$ cat src/cevc_pkg.sv
/*
 * Constants for the core event controller: event levels, register map,
 * privilege encodings and reset values.
 * Assumes a single 10 MHz core clock and a 32-bit AXI4-Lite register bus.
 */
package cevc_pkg;
	// Core clock period
	localparam int CLK_PERIOD_NS = 100;
	// Event count and level numbers
	localparam int NUM_LEVELS = 16;
	localparam logic [4:0] LVL_NONE = 5'h10;
	localparam logic [3:0] LVL_EMU = 4'h0;
	localparam logic [3:0] LVL_RESET = 4'h1;
	localparam logic [3:0] LVL_NMI = 4'h2;
	localparam logic [3:0] LVL_EXC = 4'h3;
	localparam logic [3:0] LVL_RSVD = 4'h4;
	localparam logic [3:0] LVL_HWERR = 4'h5;
	localparam logic [3:0] LVL_TIMER = 4'h6;
	localparam int GEN_FIRST = 7;
	localparam int NUM_GEN = 9;
	// Bits of the enable mask that software may change; levels 0-3 always enabled
	localparam logic [15:0] MASK_WRITABLE = 16'hffe0;
	localparam logic [15:0] MASK_FIXED_ON = 16'h000f;
	localparam logic [15:0] MASK_RESET = 16'h000f;
	// Register byte addresses
	localparam logic [7:0] ADDR_LATCH = 8'h00;
	localparam logic [7:0] ADDR_MASK = 8'h04;
	localparam logic [7:0] ADDR_NEST = 8'h08;
	localparam logic [7:0] ADDR_RAISE = 8'h0c;
	localparam logic [7:0] ADDR_CTRL = 8'h10;
	// Control register fields
	localparam int CTRL_GIE_BIT = 0;
	localparam int CTRL_MODE_LSB = 4;
	localparam logic CTRL_GIE_RESET = 1'b1;
	// AXI response codes
	localparam logic [1:0] RESP_OKAY = 2'h0;
	localparam logic [1:0] RESP_SLVERR = 2'h2;
	localparam logic [1:0] RESP_DECERR = 2'h3;
	// Privilege levels of the core
	typedef enum logic [1:0] {
		CEVC_USER = 2'h0,
		CEVC_SUPER = 2'h1,
		CEVC_EMUL = 2'h2
	} cevc_priv_t;
	localparam cevc_priv_t PRIV_RESET = CEVC_SUPER;
endpackage : cevc_pkg

$ cat src/cevc_core_event_ctrl.sv
/*
 * Core event controller: latches sixteen prioritised events, nests their
 * handlers, tracks privilege level and serves its registers over AXI4-Lite.
 * Assumes event pins asynchronous, core handshake signals on clk, and that
 * the system interrupt router drives the nine general request lines.
 */
// The register addresses and the AXI4-Lite interface to the registers were decided locally.
`timescale 1ns/1ns
module cevc_core_event_ctrl (
	input wire logic clk,
	input wire logic rst,
	input wire logic emulationReq,
	input wire logic resetReq,
	input wire logic nmiPin,
	input wire logic watchdogNmi,
	input wire logic misalignReq,
	input wire logic undefinedReq,
	input wire logic hwErrorReq,
	input wire logic coreTimerReq,
	input wire logic [8:0] generalIrq,
	input wire logic coreReady,
	input wire logic [31:0] returnPc,
	input wire logic eventReturn,
	output logic takeValid,
	output logic [3:0] takeLevel,
	output logic saveState,
	output logic coreResetPulse,
	output logic resumeValid,
	output logic [31:0] resumePc,
	output logic [1:0] privLevel,
	output logic [15:0] nestOut,
	input wire logic [7:0] s_axi_awaddr,
	input wire logic s_axi_awvalid,
	output logic s_axi_awready,
	input wire logic [31:0] s_axi_wdata,
	input wire logic [3:0] s_axi_wstrb,
	input wire logic s_axi_wvalid,
	output logic s_axi_wready,
	output logic [1:0] s_axi_bresp,
	output logic s_axi_bvalid,
	input wire logic s_axi_bready,
	input wire logic [7:0] s_axi_araddr,
	input wire logic s_axi_arvalid,
	output logic s_axi_arready,
	output logic [31:0] s_axi_rdata,
	output logic [1:0] s_axi_rresp,
	output logic s_axi_rvalid,
	input wire logic s_axi_rready
);
	logic [15:0] latchReg, latchNext, maskReg, nestReg, nestNext;
	logic [15:0] sync1Reg, sync2Reg, sync3Reg, rawEv, edgeVec, setVec, maskEff, pendVec;
	logic [15:0] swSet, swClr, takeOneHot, retOneHot, byteMask;
	logic [31:0] retAddrMem [cevc_pkg::NUM_LEVELS];
	logic [4:0] candLvl, topLvl;
	logic takeFire, gieReg, excReq;
	cevc_pkg::cevc_priv_t privReg;
	logic [7:0] awAddrReg;
	logic [31:0] wDataReg;
	logic [3:0] wStrbReg;
	logic awHeld, wHeld, wrDo, wrOk, arFire, rdOk;

	// Lowest set bit of a level vector, LVL_NONE when empty
	function automatic logic [4:0] lowestLvl(input logic [15:0] v);
		lowestLvl = cevc_pkg::LVL_NONE;
		for (int i = cevc_pkg::NUM_LEVELS - 1; i >= 0; i--) begin
			if (v[i]) begin
				lowestLvl = 5'(i);
			end
		end
	endfunction : lowestLvl

	assign rawEv = {generalIrq, coreTimerReq, hwErrorReq, 2'b00, nmiPin | watchdogNmi, resetReq, emulationReq};

	// Two-flop synchroniser plus edge stage
	always_ff @(posedge clk) begin
		if (rst) begin
			sync1Reg <= 16'h0000;
			sync2Reg <= 16'h0000;
			sync3Reg <= 16'h0000;
		end else begin
			sync1Reg <= rawEv;
			sync2Reg <= sync1Reg;
			sync3Reg <= sync2Reg;
		end
	end

	assign edgeVec = sync2Reg & ~sync3Reg;
	assign excReq = misalignReq | undefinedReq;
	assign setVec = (edgeVec | swSet | ({15'h0000, excReq} << cevc_pkg::LVL_EXC)) & ~(16'h0001 << cevc_pkg::LVL_RSVD);
	assign maskEff = ((maskReg & cevc_pkg::MASK_WRITABLE) | cevc_pkg::MASK_FIXED_ON)
		& {{cevc_pkg::NUM_GEN{gieReg}}, 7'h7f};
	assign pendVec = latchReg & maskEff;
	assign candLvl = lowestLvl(pendVec);
	assign topLvl = lowestLvl(nestReg);
	assign takeFire = coreReady && !eventReturn && (candLvl < topLvl);
	assign takeOneHot = takeFire ? (16'h0001 << candLvl[3:0]) : 16'h0000;
	assign retOneHot = (eventReturn && topLvl != cevc_pkg::LVL_NONE) ? (16'h0001 << topLvl[3:0]) : 16'h0000;

	always_comb begin
		latchNext = ((latchReg & ~takeOneHot & ~swClr) | setVec);
		nestNext = (nestReg & ~retOneHot) | takeOneHot;
	end

	always_ff @(posedge clk) begin
		if (rst) begin
			latchReg <= 16'h0000;
			nestReg <= 16'h0000;
		end else begin
			latchReg <= latchNext;
			nestReg <= nestNext;
		end
	end

	// Take outputs toward the sequencer
	always_ff @(posedge clk) begin
		if (rst) begin
			takeValid <= 1'b0;
			takeLevel <= 4'h0;
			saveState <= 1'b0;
			coreResetPulse <= 1'b0;
		end else begin
			takeValid <= takeFire;
			takeLevel <= takeFire ? candLvl[3:0] : takeLevel;
			saveState <= takeFire;
			coreResetPulse <= takeFire && candLvl[3:0] == cevc_pkg::LVL_RESET;
		end
	end

	always_ff @(posedge clk) begin
		if (takeFire) begin
			retAddrMem[candLvl[3:0]] <= returnPc;
		end
	end

	always_ff @(posedge clk) begin
		if (rst) begin
			resumeValid <= 1'b0;
			resumePc <= 32'h00000000;
		end else begin
			resumeValid <= retOneHot != 16'h0000;
			resumePc <= (retOneHot != 16'h0000) ? retAddrMem[topLvl[3:0]] : resumePc;
		end
	end

	always_ff @(posedge clk) begin
		if (rst) begin
			privReg <= cevc_pkg::PRIV_RESET;
		end else if (takeFire) begin
			privReg <= (candLvl[3:0] == cevc_pkg::LVL_EMU) ? cevc_pkg::CEVC_EMUL : cevc_pkg::CEVC_SUPER;
		end else if (retOneHot != 16'h0000) begin
			if (nestNext == 16'h0000) begin
				privReg <= cevc_pkg::CEVC_USER;
			end else if (nestNext[cevc_pkg::LVL_EMU]) begin
				privReg <= cevc_pkg::CEVC_EMUL;
			end else begin
				privReg <= cevc_pkg::CEVC_SUPER;
			end
		end
	end

	// Nest state and privilege also go out for acknowledgement
	always_ff @(posedge clk) begin
		if (rst) begin
			nestOut <= 16'h0000;
			privLevel <= cevc_pkg::PRIV_RESET;
		end else begin
			nestOut <= nestNext;
			privLevel <= privReg;
		end
	end

	// Write address and data capture, either order
	assign wrDo = awHeld && wHeld && !s_axi_bvalid;
	assign wrOk = privReg != cevc_pkg::CEVC_USER;
	assign byteMask = {{8{wStrbReg[1]}}, {8{wStrbReg[0]}}};
	always_ff @(posedge clk) begin
		if (rst) begin
			awHeld <= 1'b0;
			wHeld <= 1'b0;
			awAddrReg <= 8'h00;
			wDataReg <= 32'h00000000;
			wStrbReg <= 4'h0;
			s_axi_awready <= 1'b1;
			s_axi_wready <= 1'b1;
			s_axi_bvalid <= 1'b0;
			s_axi_bresp <= cevc_pkg::RESP_OKAY;
		end else begin
			if (s_axi_awvalid && s_axi_awready) begin
				awHeld <= 1'b1;
				awAddrReg <= s_axi_awaddr;
				s_axi_awready <= 1'b0;
			end
			if (s_axi_wvalid && s_axi_wready) begin
				wHeld <= 1'b1;
				wDataReg <= s_axi_wdata;
				wStrbReg <= s_axi_wstrb;
				s_axi_wready <= 1'b0;
			end
			if (wrDo) begin
				s_axi_bvalid <= 1'b1;
				if (!wrOk) begin
					s_axi_bresp <= cevc_pkg::RESP_SLVERR;
				end else if (awAddrReg == cevc_pkg::ADDR_LATCH || awAddrReg == cevc_pkg::ADDR_MASK
					|| awAddrReg == cevc_pkg::ADDR_NEST || awAddrReg == cevc_pkg::ADDR_RAISE
					|| awAddrReg == cevc_pkg::ADDR_CTRL) begin
					s_axi_bresp <= cevc_pkg::RESP_OKAY;
				end else begin
					s_axi_bresp <= cevc_pkg::RESP_DECERR;
				end
			end else if (s_axi_bvalid && s_axi_bready) begin
				s_axi_bvalid <= 1'b0;
				awHeld <= 1'b0;
				wHeld <= 1'b0;
				s_axi_awready <= 1'b1;
				s_axi_wready <= 1'b1;
			end
		end
	end

	// software raise; latch writable only where disabled
	always_comb begin
		swSet = 16'h0000;
		swClr = 16'h0000;
		if (wrDo && wrOk && awAddrReg == cevc_pkg::ADDR_RAISE) begin
			swSet = wDataReg[15:0] & byteMask & cevc_pkg::MASK_WRITABLE;
		end else if (wrDo && wrOk && awAddrReg == cevc_pkg::ADDR_LATCH) begin
			swSet = wDataReg[15:0] & byteMask & ~maskEff;
			swClr = ~wDataReg[15:0] & byteMask & ~maskEff;
		end
	end

	// Enable mask and global general-interrupt enable
	always_ff @(posedge clk) begin
		if (rst) begin
			maskReg <= cevc_pkg::MASK_RESET;
			gieReg <= cevc_pkg::CTRL_GIE_RESET;
		end else if (wrDo && wrOk) begin
			if (awAddrReg == cevc_pkg::ADDR_MASK) begin
				maskReg <= (maskReg & ~byteMask) | (wDataReg[15:0] & byteMask);
			end
			if (awAddrReg == cevc_pkg::ADDR_CTRL && wStrbReg[0]) begin
				gieReg <= wDataReg[cevc_pkg::CTRL_GIE_BIT];
			end
		end
	end

	// Read channel: one request, answer next cycle
	assign arFire = s_axi_arvalid && s_axi_arready;
	assign rdOk = privReg != cevc_pkg::CEVC_USER;
	always_ff @(posedge clk) begin
		if (rst) begin
			s_axi_arready <= 1'b1;
			s_axi_rvalid <= 1'b0;
			s_axi_rdata <= 32'h00000000;
			s_axi_rresp <= cevc_pkg::RESP_OKAY;
		end else if (arFire) begin
			s_axi_arready <= 1'b0;
			s_axi_rvalid <= 1'b1;
			s_axi_rdata <= 32'h00000000;
			s_axi_rresp <= cevc_pkg::RESP_OKAY;
			if (!rdOk) begin
				s_axi_rresp <= cevc_pkg::RESP_SLVERR;
			end else begin
				unique case (s_axi_araddr)
					cevc_pkg::ADDR_LATCH: s_axi_rdata <= {16'h0000, latchReg};
					cevc_pkg::ADDR_MASK: s_axi_rdata <= {16'h0000, maskEff};
					cevc_pkg::ADDR_NEST: s_axi_rdata <= {16'h0000, nestReg};
					cevc_pkg::ADDR_RAISE: s_axi_rdata <= 32'h00000000;
					cevc_pkg::ADDR_CTRL: s_axi_rdata <= {26'h0000000, privReg, 3'h0, gieReg};
					default: s_axi_rresp <= cevc_pkg::RESP_DECERR;
				endcase
			end
		end else if (s_axi_rvalid && s_axi_rready) begin
			s_axi_rvalid <= 1'b0;
			s_axi_arready <= 1'b1;
		end
	end

	// Checks on the design's own behaviour
	property p_rsvdNever;
		@(posedge clk) disable iff (rst) !latchReg[4] && !nestReg[4];
	endproperty
	a_rsvdNever: assert property (p_rsvdNever) else $error("reserved level raised");
	property p_preempt;
		@(posedge clk) disable iff (rst) takeValid |-> ({1'b0, takeLevel} < $past(topLvl));
	endproperty
	a_preempt: assert property (p_preempt) else $error("take did not outrank active level");
	property p_lowestFirst;
		@(posedge clk) disable iff (rst) takeValid |-> $past(candLvl) == {1'b0, takeLevel};
	endproperty
	a_lowestFirst: assert property (p_lowestFirst) else $error("take not lowest pending level");
	property p_edgeLatch;
		@(posedge clk) disable iff (rst) $rose(sync2Reg[7]) |=> latchReg[7] || nestReg[7];
	endproperty
	a_edgeLatch: assert property (p_edgeLatch) else $error("edge not latched");
	property p_maskGate;
		@(posedge clk) disable iff (rst) takeValid |-> (($past(maskEff & latchReg) >> takeLevel) & 16'h0001) != 16'h0000;
	endproperty
	a_maskGate: assert property (p_maskGate) else $error("disabled event taken");
	property p_emuLevel;
		@(posedge clk) disable iff (rst) takeValid && takeLevel == 4'h0 |-> privReg == cevc_pkg::CEVC_EMUL;
	endproperty
	a_emuLevel: assert property (p_emuLevel) else $error("emulation take without emulation level");
	property p_resetTake;
		@(posedge clk) disable iff (rst) takeValid && takeLevel == 4'h1 |-> coreResetPulse ##1 !coreResetPulse;
	endproperty
	a_resetTake: assert property (p_resetTake) else $error("reset take without reset pulse");
	property p_userRead;
		@(posedge clk) disable iff (rst) arFire && privReg == cevc_pkg::CEVC_USER |=> s_axi_rresp == 2'h2;
	endproperty
	a_userRead: assert property (p_userRead) else $error("user read not refused");
	property p_minLatency;
		@(posedge clk) disable iff (rst) $rose(generalIrq[0]) && !nestReg[7] && !latchReg[7] |-> !nestReg[7][*3];
	endproperty
	a_minLatency: assert property (p_minLatency) else $error("nest bit set too early");
	property p_nestTake;
		@(posedge clk) disable iff (rst) takeValid |-> nestReg[takeLevel] && saveState;
	endproperty
	a_nestTake: assert property (p_nestTake) else $error("take without nest or save");
	c_nested: cover property (@(posedge clk) disable iff (rst) takeValid && $countones(nestReg) > 1);
	c_emuTake: cover property (@(posedge clk) disable iff (rst) takeValid && takeLevel == 4'h0);
	c_userRefuse: cover property (@(posedge clk) disable iff (rst) s_axi_bvalid && s_axi_bresp == 2'h2);
	c_resume: cover property (@(posedge clk) disable iff (rst) resumeValid);
endmodule : cevc_core_event_ctrl

$ cat config.mk
export PLATFORM = sky130hd
export DESIGN_NAME = cevc_core_event_ctrl
export DESIGN_NICKNAME = d
export VERILOG_FILES = /design/src/cevc_pkg.sv /design/src/cevc_core_event_ctrl.sv
export SDC_FILE = /design/constraint.sdc
export NUM_CORES = 1
export LEC_CHECK = 0
export BUFFER_PORTS_ARGS = -buffer_cell sky130_fd_sc_hd__buf_2
export CORE_ASPECT_RATIO = 1.4
export CORE_MARGIN = 2
export CORE_UTILIZATION = 40
export DETAILED_ROUTE_END_ITERATION = 8
export GPL_TIMING_DRIVEN = 0
export PLACE_DENSITY = 0.64
export SYNTH_ARGS = -nofsm -noshare
export SYNTH_HDL_FRONTEND = slang
export SYNTH_SLANG_ARGS = --single-unit
$ cat constraint.sdc
create_clock -name clk -period 18.81 [get_ports clk]
set_input_delay 3.762 -clock clk [delete_from_list [all_inputs] [get_ports clk]]
set_output_delay 3.762 -clock clk [all_outputs]
set_load 0.05 [all_outputs]
==> results.toml <==
[sta]
timing.final.crit_share_pct = 33.0
period_minus_slack_ps = 6200
final_max_slew_viol_count = 0
rsz0062_at_grt = "no"
skew_ps = 20.8
fin_setup_tns_ps = 0
maxSlewHeadroom_pct = 13.0
worst_pin_slew_ps = 1290
clock.fmax_mhz = 161
hold_viol_final = 0
setup_violations = 0

[placement]
place_area_um2 = 30100
place.gp.congestion = 0.893
io_buffers = 170
place_hpwl_mm = 53.9

[yosys]
synth-compound-area-share_pct = 8.38
synth_xor_area_share_pct = 0
yosysUniqueCellTypes = 75
async_flop_share_pct = 0
synth_edf_count = 512
ys.warnings.count = 0
netlist_area_um2 = 27600
ys_seq_elements = 691
synth-adder-area-share_pct = 0.172
ys_seq_area_share_pct = 68.8
synth_cells = 1937
yosys.area_share.simple_pct = 7.95
synth.avg_cell_area_um2 = 14.2
synthFlopType = "edfxtp_1"
synth_top_family_by_area = "multiplexers"
synthMuxAreaShare_pct = 12.2

[min_path]
worstHoldPathType = "register to register"
worst_hold_startpoint = "sync1Reg[7]$_SDFF_PP0_"

[cts]
cts_root_buf = "clkbuf_16"
numCtsBuffers = 66
cts_resized = 0
insertion_delay_ps = 610
clock-sinks = 691
clk_path_buf_depth = 3
hold_buffers = 0
clk_pin_slew_ps = 60
cts_tree = "built"
post_cts_buffers = 0
htreeDepth = 3

[finish]
drive_above_1_share_pct = 18.9
nFillCells = 5942
fin_util_pct = 47.5
syn_to_final_growth_pct = 17.2
final_nets = 2357
postLayoutCellArea_um2 = 32300

[pwr]
p_leak_nw = 12.5
power.density_nw_per_um2 = 102
peakVddDrop_uv = 70.3

[floorplanning]
die_x_um = 226
fp.dieH_um = 315
die-area_um2 = 71100
core_um2 = 68000
rows = 113
ios = 209
start_util_pct = 40.5

[outcome]
outcome = "finished, final reports clean"

[detailed_routing]
ant_nets = 0
drt_iter0_drc = 1486
firstDrtPassIters = 7
wl_per_cell_um = 24.2
drt_wl_total_mm = 77.9
routed_via_density = 5.47
drc = 0
vias = 17609

[worst_setup_path]
cpMaxStageDelayCell = "inv_2"
r2r_slack_ps = 12800
crit_path_end_kind = "register"
worstPathRequired_ps = 19340
path_class = "input pin to register"
cp-startpoint = "eventReturn"
path_cells = "buf_2 > nor2_1 > and3_1 > o31a_1 > o21ai_0 > or4_1 > inv_2 > nor4b_2 > or4b_1 > nor4_2 > a31oi_1"
regToRegStartpoint = "nestOut[3]$_SDFF_PP0_"
worstPathArrival_ps = 6730
critPathMaxFanout = 33
max_stage_delay_ps = 840
worst_setup_path_start_kind = "input pin"

[flow_run]
maxCapViolCount = 0

[grt]
antenna_found_initial = 4
grt_use_total_pct = 21.7
grt_max_degree = 34
grt_pass1_wl_mm = 113
grt_pass1_vias = 18060
overflow = 0
worst max-delay path: cells and delay by family:
family,cells,cell delay (ps)
buf+inv,2,1020
simple gates,6,1390
compound gates,3,540
per-layer routing:
layer	track usage, %	vias up	share of wire (%)	wire length, µm
met3	3.50	172	6.0	4690
met2	40.5	648	53	41200
li1	-	7985	-	-
met1	24.2	8800	37	28900
met4	9.45	4	3.9	3040
met5	0	-	0.035	27
placed cells by master, fill, tap and decap left out, types with 9 or more instances in the layout:
| master | instances |
|---|---|
| edfxtp_1 | 512 |
| mux2i_1 | 227 |
| buf_2 | 190 |
| dfxtp_1 | 179 |
| a21oi_1 | 119 |
| nor2_1 | 112 |
| nand2_1 | 102 |
| clkbuf_1 | 91 |
| a211oi_1 | 72 |
| clkbuf_16 | 70 |
| nor2b_1 | 49 |
| conb_1 | 48 |
| nor3_1 | 43 |
| and3_1 | 39 |
| mux2_2 | 34 |
| o22ai_1 | 32 |
| mux4_2 | 31 |
| o21ai_0 | 26 |
| nand3_1 | 25 |
| buf_4 | 23 |
| inv_1 | 21 |
| or3_1 | 13 |
| and2_1 | 12 |
| clkinv_2 | 10 |
| o31ai_1 | 9 |
| clkinv_1 | 9 |
| a222oi_1 | 9 |
| clkbuf_8 | 9 |
| buf_12 | 9 |
sequential cells by signal, indices dropped and copies added (netlist names), 4 cells and up, named ones only:
name	cells
sync1Reg	14
wDataReg	13
latchReg	16
takeLevel	4
sync2Reg	14
awAddrReg	8
s_axi_rdata	16
retAddrMem	512
sync3Reg	14
nestOut	16
resumePc	32
worst paths after layout:
| kind | endpoint | depth (start not counted) |
|---|---|---|
| setup / recovery | privReg[0]$_SDFFE_PP1P_ | 11 |
| hold / removal | sync2Reg[7]$_SDFF_PP0_ | 1 |
| setup reg to reg | privReg[0]$_SDFFE_PP1P_ | 19 |
| hold reg to reg | sync2Reg[7]$_SDFF_PP0_ | 1 |
area by class of cell:
type                       count  area (µm²)  area share, %
sequential                   691       19000           58.7
multi-input combinational   1134        8110           25.1
clock buffer                  92        1930           5.98
timing repair buffer         192        1190           3.69
tap                          920        1150           3.56
buffer                       129         592           1.83
clock inverter                30         250          0.775
inverter                      30         113          0.349
antenna                        1        2.50        0.00775
where the power goes:
group | switching [mW] | total, mW | internal (mW)
combinational | 0.192 | 0.282 | 0.0900
clock | 0.577 | 1.33 | 0.754
sequential | 0.0183 | 1.69 | 1.67
per-stage QoR:
step                hold WS, ps  total power, mW  cells  setup WS [ps]
CTS                         439             3.32   3218          12660
detailed placement          423             2.00   3096          12040
finish                      439             3.30   3219          12610
floorplan                   410             1.90   1984          10620
global placement            426             1.99   3074           6380
global route                464             3.40   3218          12460
cell families after synthesis:
family          count (synthesis)
mux                           292
flops                         691
other cells                     1
compound gates                349
simple gates                  441
fa+ha+maj                       4
buf+inv                       159
cells in the mapped netlist, types with 4 or more instances:
library cell / count / area, µm²
or4_1: 6 / 45.0
nor3b_1: 4 / 30.0
and2_1: 12 / 75.1
a32oi_1: 8 / 70.1
inv_1: 28 / 105
nor3_1: 44 / 220
o31ai_1: 9 / 67.6
nand2b_1: 7 / 43.8
a21oi_1: 120 / 601
nand2_1: 102 / 383
o21ai_0: 26 / 130
a222oi_1: 9 / 90.1
nor4_1: 7 / 43.8
mux2_2: 34 / 383
a21o_1: 4 / 30.0
clkbuf_1: 82 / 308
a221oi_1: 4 / 35.0
a22o_1: 5 / 43.8
a211oi_1: 72 / 541
and3_1: 43 / 269
mux4_2: 31 / 698
a31oi_1: 7 / 43.8
mux2i_1: 227 / 2270
nor2b_1: 49 / 307
o2111ai_1: 4 / 35.0
o21a_1: 4 / 30.0
dfxtp_1: 179 / 3580
buf_1: 7 / 26.3
edfxtp_1: 512 / 15400
buf_4: 18 / 135
or3_1: 13 / 81.3
nor2_1: 112 / 420
buf_2: 20 / 100
nand3_1: 25 / 125
a22oi_1: 7 / 52.6
o22ai_1: 32 / 200
(Power assumes the default switching activity.)
